`src/vsa_pkg.sv`:
```
// Constants and types for the VMEbus system-controller, slot-id and isolation block.
// Functional notes
// RULE1: Slot-id joins only first level-one acknowledge.
// RULE2: Slot-one controller drives acknowledge-out after five clocks.
// RULE3: Others wait acknowledge-in, then four clocks.
// RULE4: Last board answered by nobody; timer ends cycle.
// RULE5: Count divided by four into id, done set.
// RULE6: Slot one takes controller role, status bit set.
// RULE7: Controller drives 16 MHz backplane clock.
// RULE8: Arbiter only as controller; three modes, round-robin default.
// RULE9: Fixed mode grants highest requesting level.
// RULE10: Higher request asserts bus clear until busy negated.
// RULE11: Single level is fixed mode on level three.
// RULE12: Round-robin scans three to zero, never clears.
// RULE13: Unclaimed grant withdrawn after selected time-out.
// RULE14: Arbiter time-out counts eight microsecond ticks.
// RULE15: Acknowledge driver keeps daisy input high 30 ns.
// RULE16: Bus timer raises bus error on long strobe.
// RULE17: Isolation allows register traffic only.
// RULE18: Isolation: no acknowledge, no DMA, retries, ignores.
// RULE19: Isolation idles master, stalls DMA and interrupts.
// RULE20: Isolation floats outputs; daisy chains keep passing.
// RULE21: Four causes enter isolation.
// RULE22: Isolation bit clears only when source inactive.
// RULE23: Grant-three input sampled low makes controller.
// RULE24: Slot counter counts backplane clock edges, wide enough.
package vsa_pkg;
   localparam int unsigned CLK_MHZ         = 200;
   localparam int unsigned CLK_NS          = 5;
   localparam int unsigned TICK_US         = 8;
   localparam logic [10:0] TICK_CYC        = 11'(TICK_US * CLK_MHZ);
   localparam int unsigned SYSCLK_MHZ      = 16;
   localparam logic [7:0]  SCLK_STEP       = 8'(2 * SYSCLK_MHZ);
   localparam logic [7:0]  SCLK_MOD        = 8'(CLK_MHZ);
   localparam int unsigned IACK_HIGH_NS    = 30;
   localparam logic [2:0]  IACK_HIGH_CYC   = 3'((IACK_HIGH_NS + CLK_NS - 1) / CLK_NS);
   localparam int unsigned ARB_TO_SHORT_US = 16;
   localparam int unsigned ARB_TO_LONG_US  = 256;
   localparam int unsigned BTO_MIN_US      = 16;
   localparam logic [7:0]  ARB_TO_SHORT_TK = 8'(ARB_TO_SHORT_US / TICK_US);
   localparam logic [7:0]  ARB_TO_LONG_TK  = 8'(ARB_TO_LONG_US / TICK_US);
   localparam logic [7:0]  BTO_MIN_TK      = 8'(BTO_MIN_US / TICK_US);
   localparam logic [2:0]  SYSCON_GAP      = 3'h5;
   localparam logic [2:0]  SLOT_GAP        = 3'h4;
   localparam logic [2:0]  IACK_LEVEL_ONE  = 3'h1;
   localparam logic [1:0]  STRAP_DELAY     = 2'h2;
   // Register byte offsets and fields.
   localparam logic [7:0]  REG_CTRL        = 8'h00;
   localparam logic [7:0]  REG_STAT        = 8'h04;
   localparam logic [1:0]  ATO_SHORT       = 2'h0;
   localparam logic [1:0]  ATO_LONG        = 2'h1;
   localparam logic [2:0]  BTO_OFF         = 3'h7;
   localparam logic [2:0]  BTO_RESET       = 3'h2;
   localparam logic        ARB_RR_RESET    = 1'b1;
   // Backplane and strap inputs, all asynchronous to clk_i.
   typedef struct packed {
      logic       bg3in_n;
      logic [3:0] bgin_n;
      logic [3:0] br_n;
      logic       bbsy_n;
      logic [1:0] ds_n;
      logic       iack_n;
      logic       iackin_n;
      logic [2:0] iack_lvl;
      logic       irq1_n;
      logic       pci_rst_n;
      logic       autoid_strap;
      logic       iso_strap;
   } vsa_pins_t;
   typedef enum logic [1:0] {ARB_IDLE = 2'h0, ARB_GRANT = 2'h1, ARB_BUSY = 2'h3} vsa_arb_t;
   typedef enum logic [1:0] {AI_WAIT = 2'h0, AI_COUNT = 2'h1, AI_OUT = 2'h3, AI_DONE = 2'h2} vsa_aid_t;
endpackage : vsa_pkg

```
`src/vsa_syscon.sv`:
```
// VMEbus system controller: slot id, clock, arbiter, daisy driver, bus timer, isolation.
`timescale 1ns/1ps
`default_nettype none
module vsa_syscon (
   input  wire logic              clk_i,
   input  wire logic              rst_i,
   input  wire logic [7:0]        adr_i,
   input  wire logic [31:0]       dat_i,
   input  wire logic [3:0]        sel_i,
   input  wire logic              we_i,
   input  wire logic              cyc_i,
   input  wire logic              stb_i,
   output logic [31:0]            dat_o,
   output logic                   ack_o,
   input  wire vsa_pkg::vsa_pins_t pins_i,
   output logic                   sysclk_o,
   output logic [3:0]             local_grant_out_n_o,
   output logic                   local_bus_clear_out_n_o,
   output logic                   local_bus_error_out_n_o,
   output logic                   iackout_n_o,
   output logic                   vme_drive_en_o,
   output logic                   isolate_o
);
   vsa_pkg::vsa_pins_t meta_q;
   vsa_pkg::vsa_pins_t pin_q;
   vsa_pkg::vsa_arb_t  arb_q;
   vsa_pkg::vsa_aid_t  aid_q;
   logic        syscon_q;
   logic        arb_rr_q;
   logic [1:0]  ato_sel_q;
   logic [2:0]  bto_sel_q;
   logic        irq_iso_en_q;
   logic        iso_q;
   logic        autoid_en_q;
   logic        pwr_iso_q;
   logic [1:0]  strap_cnt_q;
   logic        ack_q;
   logic [31:0] dat_q;
   logic [7:0]  slot_id_q;
   logic        slot_done_q;
   logic [7:0]  sclk_acc_q;
   logic        sclk_q;
   logic [10:0] tick_cnt_q;
   logic        tick_q;
   logic [9:0]  slot_cnt_q;
   logic [2:0]  gap_q;
   logic        armed_q;
   logic [2:0]  hold_q;
   logic        iackout_n_q;
   logic [1:0]  owner_q;
   logic [1:0]  ptr_q;
   logic [3:0]  grant_n_q;
   logic        bclr_n_q;
   logic [7:0]  ato_cnt_q;
   logic [7:0]  bto_cnt_q;
   logic        berr_n_q;
   logic        capture;
   logic        aid_start;
   logic        bus_req;
   logic        wr_ctrl;
   logic        irq_src;
   logic        sclk_rise;
   logic [8:0]  sclk_sum;
   logic [3:0]  req;
   logic [1:0]  pick;
   logic        pick_ok;
   logic [7:0]  ato_lim;
   logic [7:0]  bto_lim;
   logic [31:0] ctrl_word;
   logic        daisy_low;

   // Two-flop synchroniser for every pin; only pin_q is read by logic.
   always_ff @(posedge clk_i) begin
      meta_q <= pins_i;
      pin_q  <= meta_q;
   end

   assign req      = ~pin_q.br_n;
   assign irq_src  = ~pin_q.irq1_n & irq_iso_en_q;
   assign bus_req  = cyc_i & stb_i & ~ack_q;
   assign wr_ctrl  = cyc_i & stb_i & ack_q & we_i & (adr_i == vsa_pkg::REG_CTRL);
   assign capture  = (strap_cnt_q == vsa_pkg::STRAP_DELAY);
   assign aid_start = autoid_en_q & (aid_q == vsa_pkg::AI_WAIT) & ~pin_q.iack_n
                      & (pin_q.iack_lvl == vsa_pkg::IACK_LEVEL_ONE);
   assign sclk_sum = {1'b0, sclk_acc_q} + {1'b0, vsa_pkg::SCLK_STEP};
   assign sclk_rise = (sclk_sum >= {1'b0, vsa_pkg::SCLK_MOD}) & ~sclk_q;
   assign ctrl_word = {23'h0, iso_q, irq_iso_en_q, bto_sel_q, ato_sel_q, arb_rr_q, syscon_q};

   // Straps are caught a fixed number of cycles after reset release, once the synchroniser holds them.
   always_ff @(posedge clk_i) begin
      if (rst_i) begin
         strap_cnt_q <= 2'h0;
         autoid_en_q <= 1'b0;
         pwr_iso_q   <= 1'b0;
      end else begin
         if (strap_cnt_q != 2'h3) begin
            strap_cnt_q <= strap_cnt_q + 2'h1;
         end
         if (capture) begin
            autoid_en_q <= pin_q.autoid_strap;
            pwr_iso_q   <= pin_q.iso_strap;
         end
      end
   end

   // Control register; the controller bit is loaded from the slot detector and may be overwritten.
   always_ff @(posedge clk_i) begin
      if (rst_i) begin
         syscon_q     <= 1'b0;
         arb_rr_q     <= vsa_pkg::ARB_RR_RESET;
         ato_sel_q    <= vsa_pkg::ATO_SHORT;
         bto_sel_q    <= vsa_pkg::BTO_RESET;
         irq_iso_en_q <= 1'b0;
      end else if (wr_ctrl && sel_i[0]) begin
         syscon_q     <= dat_i[0];
         arb_rr_q     <= dat_i[1];
         ato_sel_q    <= dat_i[3:2];
         bto_sel_q    <= dat_i[6:4];
         irq_iso_en_q <= dat_i[7];
      end else if (capture) begin
         syscon_q <= ~pin_q.bg3in_n; // RULE23 RULE6
      end
   end

   // Isolation flag: every entry cause wins over a software clear in the same cycle.
   always_ff @(posedge clk_i) begin
      if (rst_i) begin
         iso_q <= 1'b0;
      end else if ((capture && pin_q.iso_strap) || (!pin_q.pci_rst_n && pwr_iso_q) || irq_src) begin
         iso_q <= 1'b1; // RULE21
      end else if (wr_ctrl && sel_i[1]) begin
         iso_q <= dat_i[8]; // RULE22
      end
   end

   // Wishbone slave: one wait state; a write lands at the edge where the master sees ack.
   always_ff @(posedge clk_i) begin
      if (rst_i) begin
         ack_q <= 1'b0;
         dat_q <= 32'h0000_0000;
      end else begin
         ack_q <= bus_req;
         if (!bus_req) begin
            dat_q <= 32'h0000_0000;
         end else if (adr_i == vsa_pkg::REG_CTRL) begin
            dat_q <= ctrl_word;
         end else if (adr_i == vsa_pkg::REG_STAT) begin
            dat_q <= {21'h0, syscon_q, iso_q, slot_done_q, slot_id_q};
         end else begin
            dat_q <= 32'h0000_0000;
         end
      end
   end

   // Fractional divider: 200 MHz is not a multiple of 32 MHz, so edges jitter by one cycle.
   always_ff @(posedge clk_i) begin
      if (rst_i) begin
         sclk_acc_q <= 8'h00;
         sclk_q     <= 1'b0;
      end else if (sclk_sum >= {1'b0, vsa_pkg::SCLK_MOD}) begin
         sclk_acc_q <= 8'(sclk_sum - {1'b0, vsa_pkg::SCLK_MOD});
         sclk_q     <= ~sclk_q; // RULE7
      end else begin
         sclk_acc_q <= sclk_sum[7:0];
      end
   end

   // Eight microsecond tick shared by the arbiter and bus timers.
   always_ff @(posedge clk_i) begin
      if (rst_i) begin
         tick_cnt_q <= 11'h000;
         tick_q     <= 1'b0;
      end else if (tick_cnt_q == vsa_pkg::TICK_CYC - 11'h001) begin
         tick_cnt_q <= 11'h000;
         tick_q     <= 1'b1; // RULE14
      end else begin
         tick_cnt_q <= tick_cnt_q + 11'h001;
         tick_q     <= 1'b0;
      end
   end

   // Slot identification over the first level-one acknowledge cycle after reset.
   always_ff @(posedge clk_i) begin
      if (rst_i) begin
         aid_q       <= vsa_pkg::AI_WAIT;
         slot_cnt_q  <= 10'h000;
         gap_q       <= 3'h0;
         armed_q     <= 1'b0;
         slot_id_q   <= 8'h00;
         slot_done_q <= 1'b0;
      end else begin
         case (aid_q)
            vsa_pkg::AI_WAIT: begin
               if (aid_start) begin
                  aid_q      <= vsa_pkg::AI_COUNT; // RULE1
                  slot_cnt_q <= 10'h000;
                  armed_q    <= syscon_q;
                  gap_q      <= vsa_pkg::SYSCON_GAP; // RULE2
               end
            end
            vsa_pkg::AI_COUNT: begin
               if (!armed_q && !pin_q.iackin_n) begin
                  armed_q <= 1'b1;
                  gap_q   <= vsa_pkg::SLOT_GAP; // RULE3
               end
               if (armed_q && gap_q == 3'h0) begin
                  aid_q       <= vsa_pkg::AI_OUT;
                  slot_id_q   <= slot_cnt_q[9:2]; // RULE5
                  slot_done_q <= 1'b1;
               end else if (sclk_rise) begin
                  slot_cnt_q <= slot_cnt_q + 10'h001; // RULE24
                  if (armed_q) begin
                     gap_q <= gap_q - 3'h1;
                  end
               end
               if (pin_q.iack_n) begin
                  aid_q <= vsa_pkg::AI_DONE;
               end
            end
            vsa_pkg::AI_OUT: begin
               // Nobody answers; the bus timer ends the cycle and acknowledge goes away.
               if (pin_q.iack_n) begin
                  aid_q <= vsa_pkg::AI_DONE; // RULE4
               end
            end
            default: begin
               aid_q <= vsa_pkg::AI_DONE;
            end
         endcase
      end
   end

   // Acknowledge daisy chain: the controller follows the bus acknowledge, others pass their input.
   assign daisy_low = syscon_q ? ~pin_q.iack_n : ~pin_q.iackin_n;

   // Output is held high a minimum time between cycles; chain keeps running while isolated.
   always_ff @(posedge clk_i) begin
      if (rst_i) begin
         iackout_n_q <= 1'b1;
         hold_q      <= 3'h0;
      end else if (aid_q == vsa_pkg::AI_COUNT || aid_start) begin
         iackout_n_q <= 1'b1; // RULE1
      end else if (aid_q == vsa_pkg::AI_OUT) begin
         iackout_n_q <= 1'b0;
      end else if (daisy_low && hold_q == 3'h0) begin
         iackout_n_q <= 1'b0; // RULE20
      end else if (!daisy_low && !iackout_n_q) begin
         iackout_n_q <= 1'b1;
         hold_q      <= vsa_pkg::IACK_HIGH_CYC; // RULE15
      end else if (hold_q != 3'h0) begin
         hold_q <= hold_q - 3'h1;
      end
   end

   // Level chooser: round-robin scans down from the pointer, fixed mode from level three.
   always_comb begin
      logic [1:0] lvl;
      pick    = 2'h0;
      pick_ok = 1'b0;
      lvl     = 2'h0;
      for (int i = 3; i >= 0; i--) begin
         lvl = arb_rr_q ? 2'(ptr_q + 2'(i) + 2'h1) : 2'(i); // RULE12 RULE9
         if (req[lvl] && !pick_ok) begin
            pick    = lvl;
            pick_ok = 1'b1;
         end
      end
   end

   // Arbiter time-out limit in ticks; the first tick may come early.
   always_comb begin
      if (ato_sel_q == vsa_pkg::ATO_SHORT) begin
         ato_lim = vsa_pkg::ARB_TO_SHORT_TK; // RULE13
      end else if (ato_sel_q == vsa_pkg::ATO_LONG) begin
         ato_lim = vsa_pkg::ARB_TO_LONG_TK;
      end else begin
         ato_lim = 8'h00;
      end
   end

   // Arbiter; single-level use is fixed mode with requesters on level three only.
   always_ff @(posedge clk_i) begin
      if (rst_i || !syscon_q) begin
         arb_q     <= vsa_pkg::ARB_IDLE; // RULE8
         grant_n_q <= 4'hF;
         bclr_n_q  <= 1'b1;
         owner_q   <= 2'h0;
         ptr_q     <= 2'h3;
         ato_cnt_q <= 8'h00;
      end else begin
         case (arb_q)
            vsa_pkg::ARB_IDLE: begin
               bclr_n_q <= 1'b1;
               if (pick_ok && pin_q.bbsy_n) begin
                  arb_q            <= vsa_pkg::ARB_GRANT;
                  grant_n_q[pick]  <= 1'b0; // RULE11
                  owner_q          <= pick;
                  ptr_q            <= pick - 2'h1;
                  ato_cnt_q        <= 8'h00;
               end
            end
            vsa_pkg::ARB_GRANT: begin
               if (!pin_q.bbsy_n) begin
                  arb_q     <= vsa_pkg::ARB_BUSY;
                  grant_n_q <= 4'hF;
               end else if (ato_lim != 8'h00 && tick_q && ato_cnt_q == ato_lim - 8'h01) begin
                  arb_q     <= vsa_pkg::ARB_IDLE; // RULE13
                  grant_n_q <= 4'hF;
               end else if (tick_q) begin
                  ato_cnt_q <= ato_cnt_q + 8'h01;
               end
            end
            vsa_pkg::ARB_BUSY: begin
               if (pin_q.bbsy_n) begin
                  arb_q    <= vsa_pkg::ARB_IDLE;
                  bclr_n_q <= 1'b1; // RULE10
               end else if (!arb_rr_q && (req >> owner_q) > 4'h1) begin
                  bclr_n_q <= 1'b0; // RULE10
               end
            end
            default: begin
               arb_q <= vsa_pkg::ARB_IDLE;
            end
         endcase
      end
   end

   // Bus timer limit: 16 us doubled per step, top code disables it.
   assign bto_lim = (bto_sel_q == vsa_pkg::BTO_OFF) ? 8'h00 : 8'(vsa_pkg::BTO_MIN_TK << bto_sel_q);

   // Bus timer: error is held until both strobes are released.
   always_ff @(posedge clk_i) begin
      if (rst_i || !syscon_q || pin_q.ds_n == 2'h3) begin
         bto_cnt_q <= 8'h00;
         berr_n_q  <= 1'b1;
      end else if (bto_lim != 8'h00 && tick_q && bto_cnt_q == bto_lim - 8'h01) begin
         berr_n_q <= 1'b0; // RULE16 RULE4
      end else if (tick_q && berr_n_q) begin
         bto_cnt_q <= bto_cnt_q + 8'h01;
      end
   end

   // Registered outputs; isolation floats backplane drivers but grant chain still passes.
   always_ff @(posedge clk_i) begin
      if (rst_i) begin
         sysclk_o                <= 1'b0;
         local_grant_out_n_o     <= 4'hF;
         local_bus_clear_out_n_o <= 1'b1;
         local_bus_error_out_n_o <= 1'b1;
         vme_drive_en_o          <= 1'b0;
         isolate_o               <= 1'b0;
      end else begin
         sysclk_o                <= sclk_q & syscon_q;
         local_grant_out_n_o     <= syscon_q ? grant_n_q : pin_q.bgin_n; // RULE20
         local_bus_clear_out_n_o <= bclr_n_q;
         local_bus_error_out_n_o <= berr_n_q;
         vme_drive_en_o          <= ~iso_q; // RULE20
         isolate_o               <= iso_q; // RULE17 RULE18 RULE19
      end
   end

   assign iackout_n_o = iackout_n_q;
   assign ack_o       = ack_q;
   assign dat_o       = dat_q;
endmodule : vsa_syscon
`default_nettype wire

```
`config.mk`:
```
export PLATFORM = sky130hd
export DESIGN_NAME = vsa_syscon
export DESIGN_NICKNAME = d
export VERILOG_FILES = /design/src/vsa_pkg.sv /design/src/vsa_syscon.sv
export SDC_FILE = /design/constraint.sdc
export NUM_CORES = 1
export LEC_CHECK = 0
export BUFFER_PORTS_ARGS = -buffer_cell sky130_fd_sc_hd__buf_2
export CORE_ASPECT_RATIO = 1.25
export CORE_UTILIZATION = 25
export DETAILED_ROUTE_END_ITERATION = 16
export PLACE_DENSITY = 0.41
export SLEW_MARGIN = 5
export SYNTH_ARGS = -nofsm -noshare
export SYNTH_HDL_FRONTEND = slang
export SYNTH_SLANG_ARGS = --single-unit
```
`constraint.sdc`:
```
create_clock -name clk_i -period 2.6 [get_ports clk_i]
set_clock_uncertainty 0.05 [all_clocks]
set_input_delay 0.39 -clock clk_i [delete_from_list [all_inputs] [get_ports clk_i]]
set_output_delay 0.39 -clock clk_i [all_outputs]
set_load 0.01 [all_outputs]
```
Yosys cells after proc, flatten, opt, wreduce, memory -nomap -nowiden

Index checks and enable logic that the tools add are counted.

Bits in registers: 175
Latch bits: 0
Memory bits (writable): 0
Memory bits (read-only): 0
Logic and storage cells: 287
Memories kept: 0

Add/subtract/negate cells: 18
Multiply operators: 0
Divide/modulo/power cells: 0
Order comparisons: 8
Equality and inequality tests: 27
Shifts and indexed selects: 2
Multiplexer cells: 75
Bitwise logic cells: 27
Reduce and logical (&&, ||, !) cells: 67

Operators with widths:

| kind                                                        | number |
|---|---|
| 2-to-1 mux 8 bit                                            | 6 |
| 2-to-1 mux 2 bit                                            | 16 |
| 2-to-1 mux 10 bit                                           | 3 |
| 2-to-1 mux 1 bit                                            | 22 |
| != test 2 bit (second input constant)                       | 11 |
| 2-to-1 mux 3 bit                                            | 7 |
| case mux 10 bit (2 select lines)                            | 1 |
| logical AND 1 bit                                           | 19 |
| 2-to-1 mux 9 bit                                            | 2 |
| adder 8 x 1 -> 8 bit (second input constant)                | 2 |
| equality test 8 bit                                         | 2 |
| 2-to-1 mux 4 bit                                            | 4 |
| case mux 8 bit (2 select lines)                             | 1 |
| nonzero test 8 bit                                          | 2 |
| subtractor 8 x 1 -> 8 bit (second input constant)           | 2 |
| less-than comparator 2 x 3 -> 1 bit (second input constant) | 5 |
| inverter 1 bit                                              | 13 |
| 2-to-1 mux 6 bit                                            | 2 |
| case mux 2 bit (3 select lines)                             | 2 |
| AND reduction 3 bit                                         | 4 |
| nonzero test 2 bit                                          | 6 |
| adder 11 x 1 -> 11 bit (second input constant)              | 1 |
| AND 1 bit                                                   | 11 |
| equality test 11 bit (second input constant)                | 1 |
| other kinds (37)                                            | 79 |

Logic depth before layout (Yosys ltp)

Depth in word-level cells: 23
Gate-level depth with buffers: 10

Worst setup path after synthesis

OpenSTA, ideal clock, no wires.

Path type: register to register
From: register bto_sel_q[0]
To: register bto_cnt_q[4]
Data arrival time: 2.520 ns
Path slack: -0.042 ns
Cell stages (with the launch flop): 10
Period minus slack after synthesis: 2.642 ns
Path through: dfxtp_1 buf_2 or3_1 ha_1 nor3b_1 or4_1 a32oi_1 a211oi_1 a21o_1 a21oi_1

Cells in the longest elaborated chain, start to end: 7
Elaborated cells between the ends (all ways): 10
Those cells by class: add/sub: 1; eq/ne: 2; shift: 1; mux: 1; bitwise: 1; reduce/logical: 4

RTL lines:

| item                                                                    | RTL line          | text |
|---|---|---|
| start: declaration                                                      | vsa_syscon.sv:31  | `logic [2:0] bto_sel_q;` |
| start signal: assignment                                                | vsa_syscon.sv:112 | `bto_sel_q <= vsa_pkg::BTO_RESET;` |
| start signal: assignment                                                | vsa_syscon.sv:118 | `bto_sel_q <= dat_i[6:4];` |
| left shift 2 x 3 -> 8 bit / equality test 3 bit (equally long branches) | vsa_syscon.sv:329 | `assign bto_lim = (bto_sel_q == vsa_pkg::BTO_OFF) ? 8'h00 : 8'(vsa_pkg::BTO_MIN_TK << bto_sel_q);` |
| 2-to-1 mux 8 bit *                                                      | vsa_syscon.sv:329 |  |
| subtractor 8 x 1 -> 8 bit / nonzero test 8 bit (equally long branches)  | vsa_syscon.sv:336 | `end else if (bto_lim != 8'h00 && tick_q && bto_cnt_q == bto_lim - 8'h01) begin` |
| equality test 8 bit / logical AND 1 bit (equally long branches)         | vsa_syscon.sv:336 |  |
| logical AND 1 bit *                                                     | vsa_syscon.sv:336 |  |
| inverter 1 bit (no line) *                                              | n/a               |  |
| AND reduction 2 bit (no line) *                                         | n/a               |  |
| end signal: assignment                                                  | vsa_syscon.sv:339 | `bto_cnt_q <= bto_cnt_q + 8'h01;` |
| end: declaration                                                        | vsa_syscon.sv:55  | `logic [7:0] bto_cnt_q;` |

Mark *: on every way between the ends. The rest lies on a longest branch, timed or not.
A chain may end at the register's enable or synchronous reset.

Worst setup path in the final report

From: register bto_sel_q[2]
To: register bto_cnt_q[7]

The elaborated chain is that of the path after synthesis.

==> implementation parameters <==
Parameter                              Value

Power and ir drop
  P per Cell Area ... 703 nW/um^2
  Power, Total ... 5.45 mW
  IR Drop Worst-Case VDD ... 0.407 mV
  Static leakage ... 3.03 nW

STA
  Setup-failing EPs final ... 0
  Setup repair after global routing missed its margin ... true
  Worst Tran Pin Value ... roughly 0.70 ns
  Worst slew margin ... 52.6%
  Hold violation count in the final report ... 0
  Shortest clock period the worst path allows after layout ... 2.53 ns
  Share of the clock period used by the worst path after layout ... between 90 and 100%
  Final Worst Setup Slack ... just under 0.07 ns
  Hold WS ... 0.0289 ns
  Setup TNS ... 0 ns
  Final number of max-transition violations ... 0
  Timing-limited maximum frequency ... 0.395 GHz

Floorplanning
  Starting Density ... 25.8%
  DIE HEIGHT ... 178 um
  X dimension of the die ... 143 um
  Number of ports placed on the die boundary ... 113
  Cell row count ... 63
  Die area ... 25400 um^2
  Placeable core region ... between 20000 and 25000 um^2

Worst setup path
  Category of the critical setup timing path ... flop to flop
  End point of the critical path ... bto_cnt_q[7]
  Endpoint required time on the critical path ... 2.85 ns
  Sort of element at the end of the critical path ... flop
  FF-to-FF End ... bto_cnt_q[7]
  Worst-case register-to-register setup slack ... around 0.068 ns
  Arrival time at the worst endpoint ... 2.78 ns
  Critical Path Source Type ... flop
  Worst reg2reg path startpoint ... bto_sel_q[2]
  Biggest fanout along the worst timing path ... 7
  Worst setup path start ... bto_sel_q[2]
  Number of cells traversed by the worst register-to-register path ... 9

Route
  Residual DRC ... 0
  Detailed Routing Iterations Pass 1 ... 4
  Via density per instance ... 4.35
  Final antenna-violating net count ... 0
  WL final ... 14.0 mm
  Average routed wire per standard cell ... 12.7 um
  Number of DRC markers after the initial detailed-route iteration ... 177
  Total vias in the final route ... about 4800

Synthesis
  Fraction of registers with async set or reset after synthesis ... 0%
  Yosys cell types ... 61
  Post-synthesis cell type with the largest combined area ... sky130_fd_sc_hd__dfxtp_1
  Most used standard cell by instance count after synthesis ... sky130_fd_sc_hd__dfxtp_1
  Combinational family with the most area after synthesis ... simple AND/OR/NAND/NOR gates
  Number of synthesized flops with an enable pin ... 0
  Syn Std Cell Area ... between 6000 and 7000 um^2
  Syn Inst Count ... 664
  Flip-flop cell with the highest count after synthesis ... sky130_fd_sc_hd__dfxtp_1
  Fraction of the mapped netlist area in simple logic gates ... about 20%
  Multiplexer share of the synthesized area ... around 1.5%
  Arithmetic-cell share of the synthesized area counting full adders, half adders and majority gates ... under 10%
  Area fraction in compound gates after synthesis ... 14.2%
  Portion of synthesized cell area occupied by the leading cell type ... 48.9%
  Most frequent cells after synthesis ... 151 x sky130_fd_sc_hd__dfxtp_1, 72 x sky130_fd_sc_hd__nand2_1, 62 x sky130_fd_sc_hd__nor2_1, 40 x sky130_fd_sc_hd__a21oi_1, 28 x sky130_fd_sc_hd__inv_1
  Ranking of synthesized cells by area ... sky130_fd_sc_hd__dfxtp_1 49%, sky130_fd_sc_hd__nand2_1 4.4%, sky130_fd_sc_hd__ha_1 4.3%
  Synthesized area per cell ... 9.31 um^2
  Proportion of synthesized chip area in sequential cells ... 48.9%
  Synthesized-area fraction occupied by xor and xnor cells ... 5.53%
  Number of synthesis warnings ... 0
  #FFs+latches synth ... 151

CTS
  Number of sinks driven by the clock tree ... 151
  TritonCTS clock tree ... built
  Clock-pin slew on the worst setup and hold paths ... 0.06 ns
  Clock tree root buffer cell ... sky130_fd_sc_hd__clkbuf_16
  Buffer depth of the longest clock path ... 2
  Worst-skew pair later-pin latency ... 0.42 ns
  H-tree level count ... 4
  Number of buffers added by the clock tree synthesis step ... 17

Global route
  GRT overflow ... 0
  Initial antenna violation count ... 0
  Number of global-route vias before repair ... 4700
  Global Route Usage Sum ... 11.8%
  Pin count of the biggest net entering global routing ... 52
  First-pass GRT wire length ... 22.9 mm

Final layout
  Diodes inserted ... 0
  Post-route cell area ... 7750 um^2
  Post-layout nets ... 853
  Area Growth Syn to Fin ... 25.4%
  Share of final-layout standard cells stronger than drive strength 1 ... 18.5%

Place
  Number of buffer cells added on primary ports ... 66
  Area post-placement ... just under 7000 um^2
  Routability congestion estimate ... between 0.8 and 0.9
  DP HPWL ... 9.97 mm
  Post-placement setup slack ... -0.0733 ns

Hold path
  Class of the worst hold path ... input port to flop

Run
  Maxcap violations ... 0

Outcome
  Result of the run ... finished, final reports clean
-- power by group --
| group | total, mW | switching (mW) | internal (mW) |
|---|---|---|---|
| clock | 2.47 | 0.993 | 1.48 |
| sequential | 2.49 | 0.0727 | 2.42 |
| combinational | 0.484 | 0.267 | 0.217 |
| total | 5.45 | 1.33 | 4.12 |
-- critical path: stages (launching register included) --
cell and delay [ns]:
sky130_fd_sc_hd__dfxtp_1 0.30, sky130_fd_sc_hd__or3_1 0.40, sky130_fd_sc_hd__ha_2 0.24, sky130_fd_sc_hd__nor3b_2 0.18, sky130_fd_sc_hd__o31ai_1 0.37, sky130_fd_sc_hd__a32oi_4 0.09, sky130_fd_sc_hd__buf_12 0.16, sky130_fd_sc_hd__a2111oi_2 0.40
sky130_fd_sc_hd__xnor2_1 0.17, sky130_fd_sc_hd__nor2_1 0.05
-- through the flow --
stage | utilization (%) | instances
after floorplan | - | 684
after global placement | 28.7 | 1049
after detailed placement | 28.7 | 1049
after CTS | 31.7 | 1090
after global routing | 32.3 | 1100
final | 32.3 | 1100
-- layer usage --
| metal | GRT usage (%) | wire, um | part of all wire, % | vias up |
|---|---|---|---|---|
| li1 | - | - | - | 2443 |
| met1 | 13.2 | 6130 | 44 | 2251 |
| met2 | 21.0 | 7270 | 52 | 79 |
| met3 | 3.10 | 399 | 2.9 | 11 |
| met4 | 4.84 | 187 | 1.3 | 0 |
| met5 | 0 | 0 | 0 | - |
-- cell usage in the layout (no fill, tap or decap), types with 3 or more instances in the layout --
master	Yosys	routed
sky130_fd_sc_hd__o31ai_1	3	3
sky130_fd_sc_hd__xor2_1	22	22
sky130_fd_sc_hd__nor4_1	7	7
sky130_fd_sc_hd__and3_1	13	13
sky130_fd_sc_hd__dlygate4sd3_1	0	17
sky130_fd_sc_hd__buf_2	1	66
sky130_fd_sc_hd__dfxtp_1	151	151
sky130_fd_sc_hd__conb_1	1	21
sky130_fd_sc_hd__xnor2_1	17	16
sky130_fd_sc_hd__inv_1	28	28
sky130_fd_sc_hd__a21oi_1	40	39
sky130_fd_sc_hd__o2111ai_1	6	6
sky130_fd_sc_hd__buf_4	21	19
sky130_fd_sc_hd__clkinv_4	0	5
sky130_fd_sc_hd__or3_1	5	5
sky130_fd_sc_hd__clkinvlp_4	0	3
sky130_fd_sc_hd__and2_1	8	8
sky130_fd_sc_hd__o211ai_1	4	4
sky130_fd_sc_hd__mux2i_1	8	8
sky130_fd_sc_hd__nand4_1	8	8
sky130_fd_sc_hd__a22o_1	9	9
sky130_fd_sc_hd__nor2_1	62	62
sky130_fd_sc_hd__o21ai_0	20	20
sky130_fd_sc_hd__nand2_1	72	72
sky130_fd_sc_hd__or2_2	7	7
sky130_fd_sc_hd__a211oi_1	9	7
sky130_fd_sc_hd__a311oi_1	4	4
sky130_fd_sc_hd__ha_1	21	20
sky130_fd_sc_hd__nor3_1	8	8
sky130_fd_sc_hd__nand3_1	13	13
sky130_fd_sc_hd__nor3b_1	4	3
sky130_fd_sc_hd__clkbuf_16	0	17
sky130_fd_sc_hd__a21o_1	8	8
sky130_fd_sc_hd__nor2b_1	9	9
sky130_fd_sc_hd__a211o_1	5	5
sky130_fd_sc_hd__nand3b_1	6	6
sky130_fd_sc_hd__nand2b_1	12	12
-- sequential cells by signal, indices dropped and copies added (netlist names), 2 cells and up --
name	cells
meta_q	21
pin_q	21
dat_o	11
tick_cnt_q	11
slot_cnt_q	10
ato_cnt_q	8
bto_cnt_q	8
slot_id_q	8
sclk_acc_q	5
grant_n_q	4
local_grant_out_n_o	4
bto_sel_q	3
gap_q	3
hold_q	3
aid_q	2
arb_q	2
ato_sel_q	2
owner_q	2
ptr_q	2
strap_cnt_q	2
-- layout make-up --
type                    count  area [um^2]
multi-input cells         461         2950
fillers                  2514        16200
flip-flops and latches    151         3020
clock buffers              20          457
inverters                  28          105
well taps                 325          407
clock inverters            12          144
repair buffers            103          663
-- kinds of logic after synthesis --
kind of cell	count (synthesis)
muxes	9
and+or+nand+nor	245
other	1
adders and majority gates	21
AOI/OAI and AO/OA	126
xor gates and xnor gates	39
DFF	151
buffers and inverters	72
-- worst min-delay path by stage --
stage,slack (ns),startpoint,cells past startpoint,to
floorplan,0.26,meta_q[0],0,pin_q[0]
global placement,0.26,meta_q[4],0,pin_q[4]
detailed placement,0.26,meta_q[12],0,pin_q[12]
CTS,0.001,pins_i[1],1,meta_q[1]
global route,0.001,pins_i[12],1,meta_q[12]
finish,0.03,pins_i[18],1,meta_q[18]
-- repair_timing --
item                                    in CTS  in global routing
endpoints found under the setup margin       6                  8
resized for setup                            3                  9
endpoints found under the hold margin        9                  8
pin swaps                                    1                  3
hold buffers                                 9                  8
buffers inserted                             0                  2
Note: power is estimated with default switching activity, not from simulation.
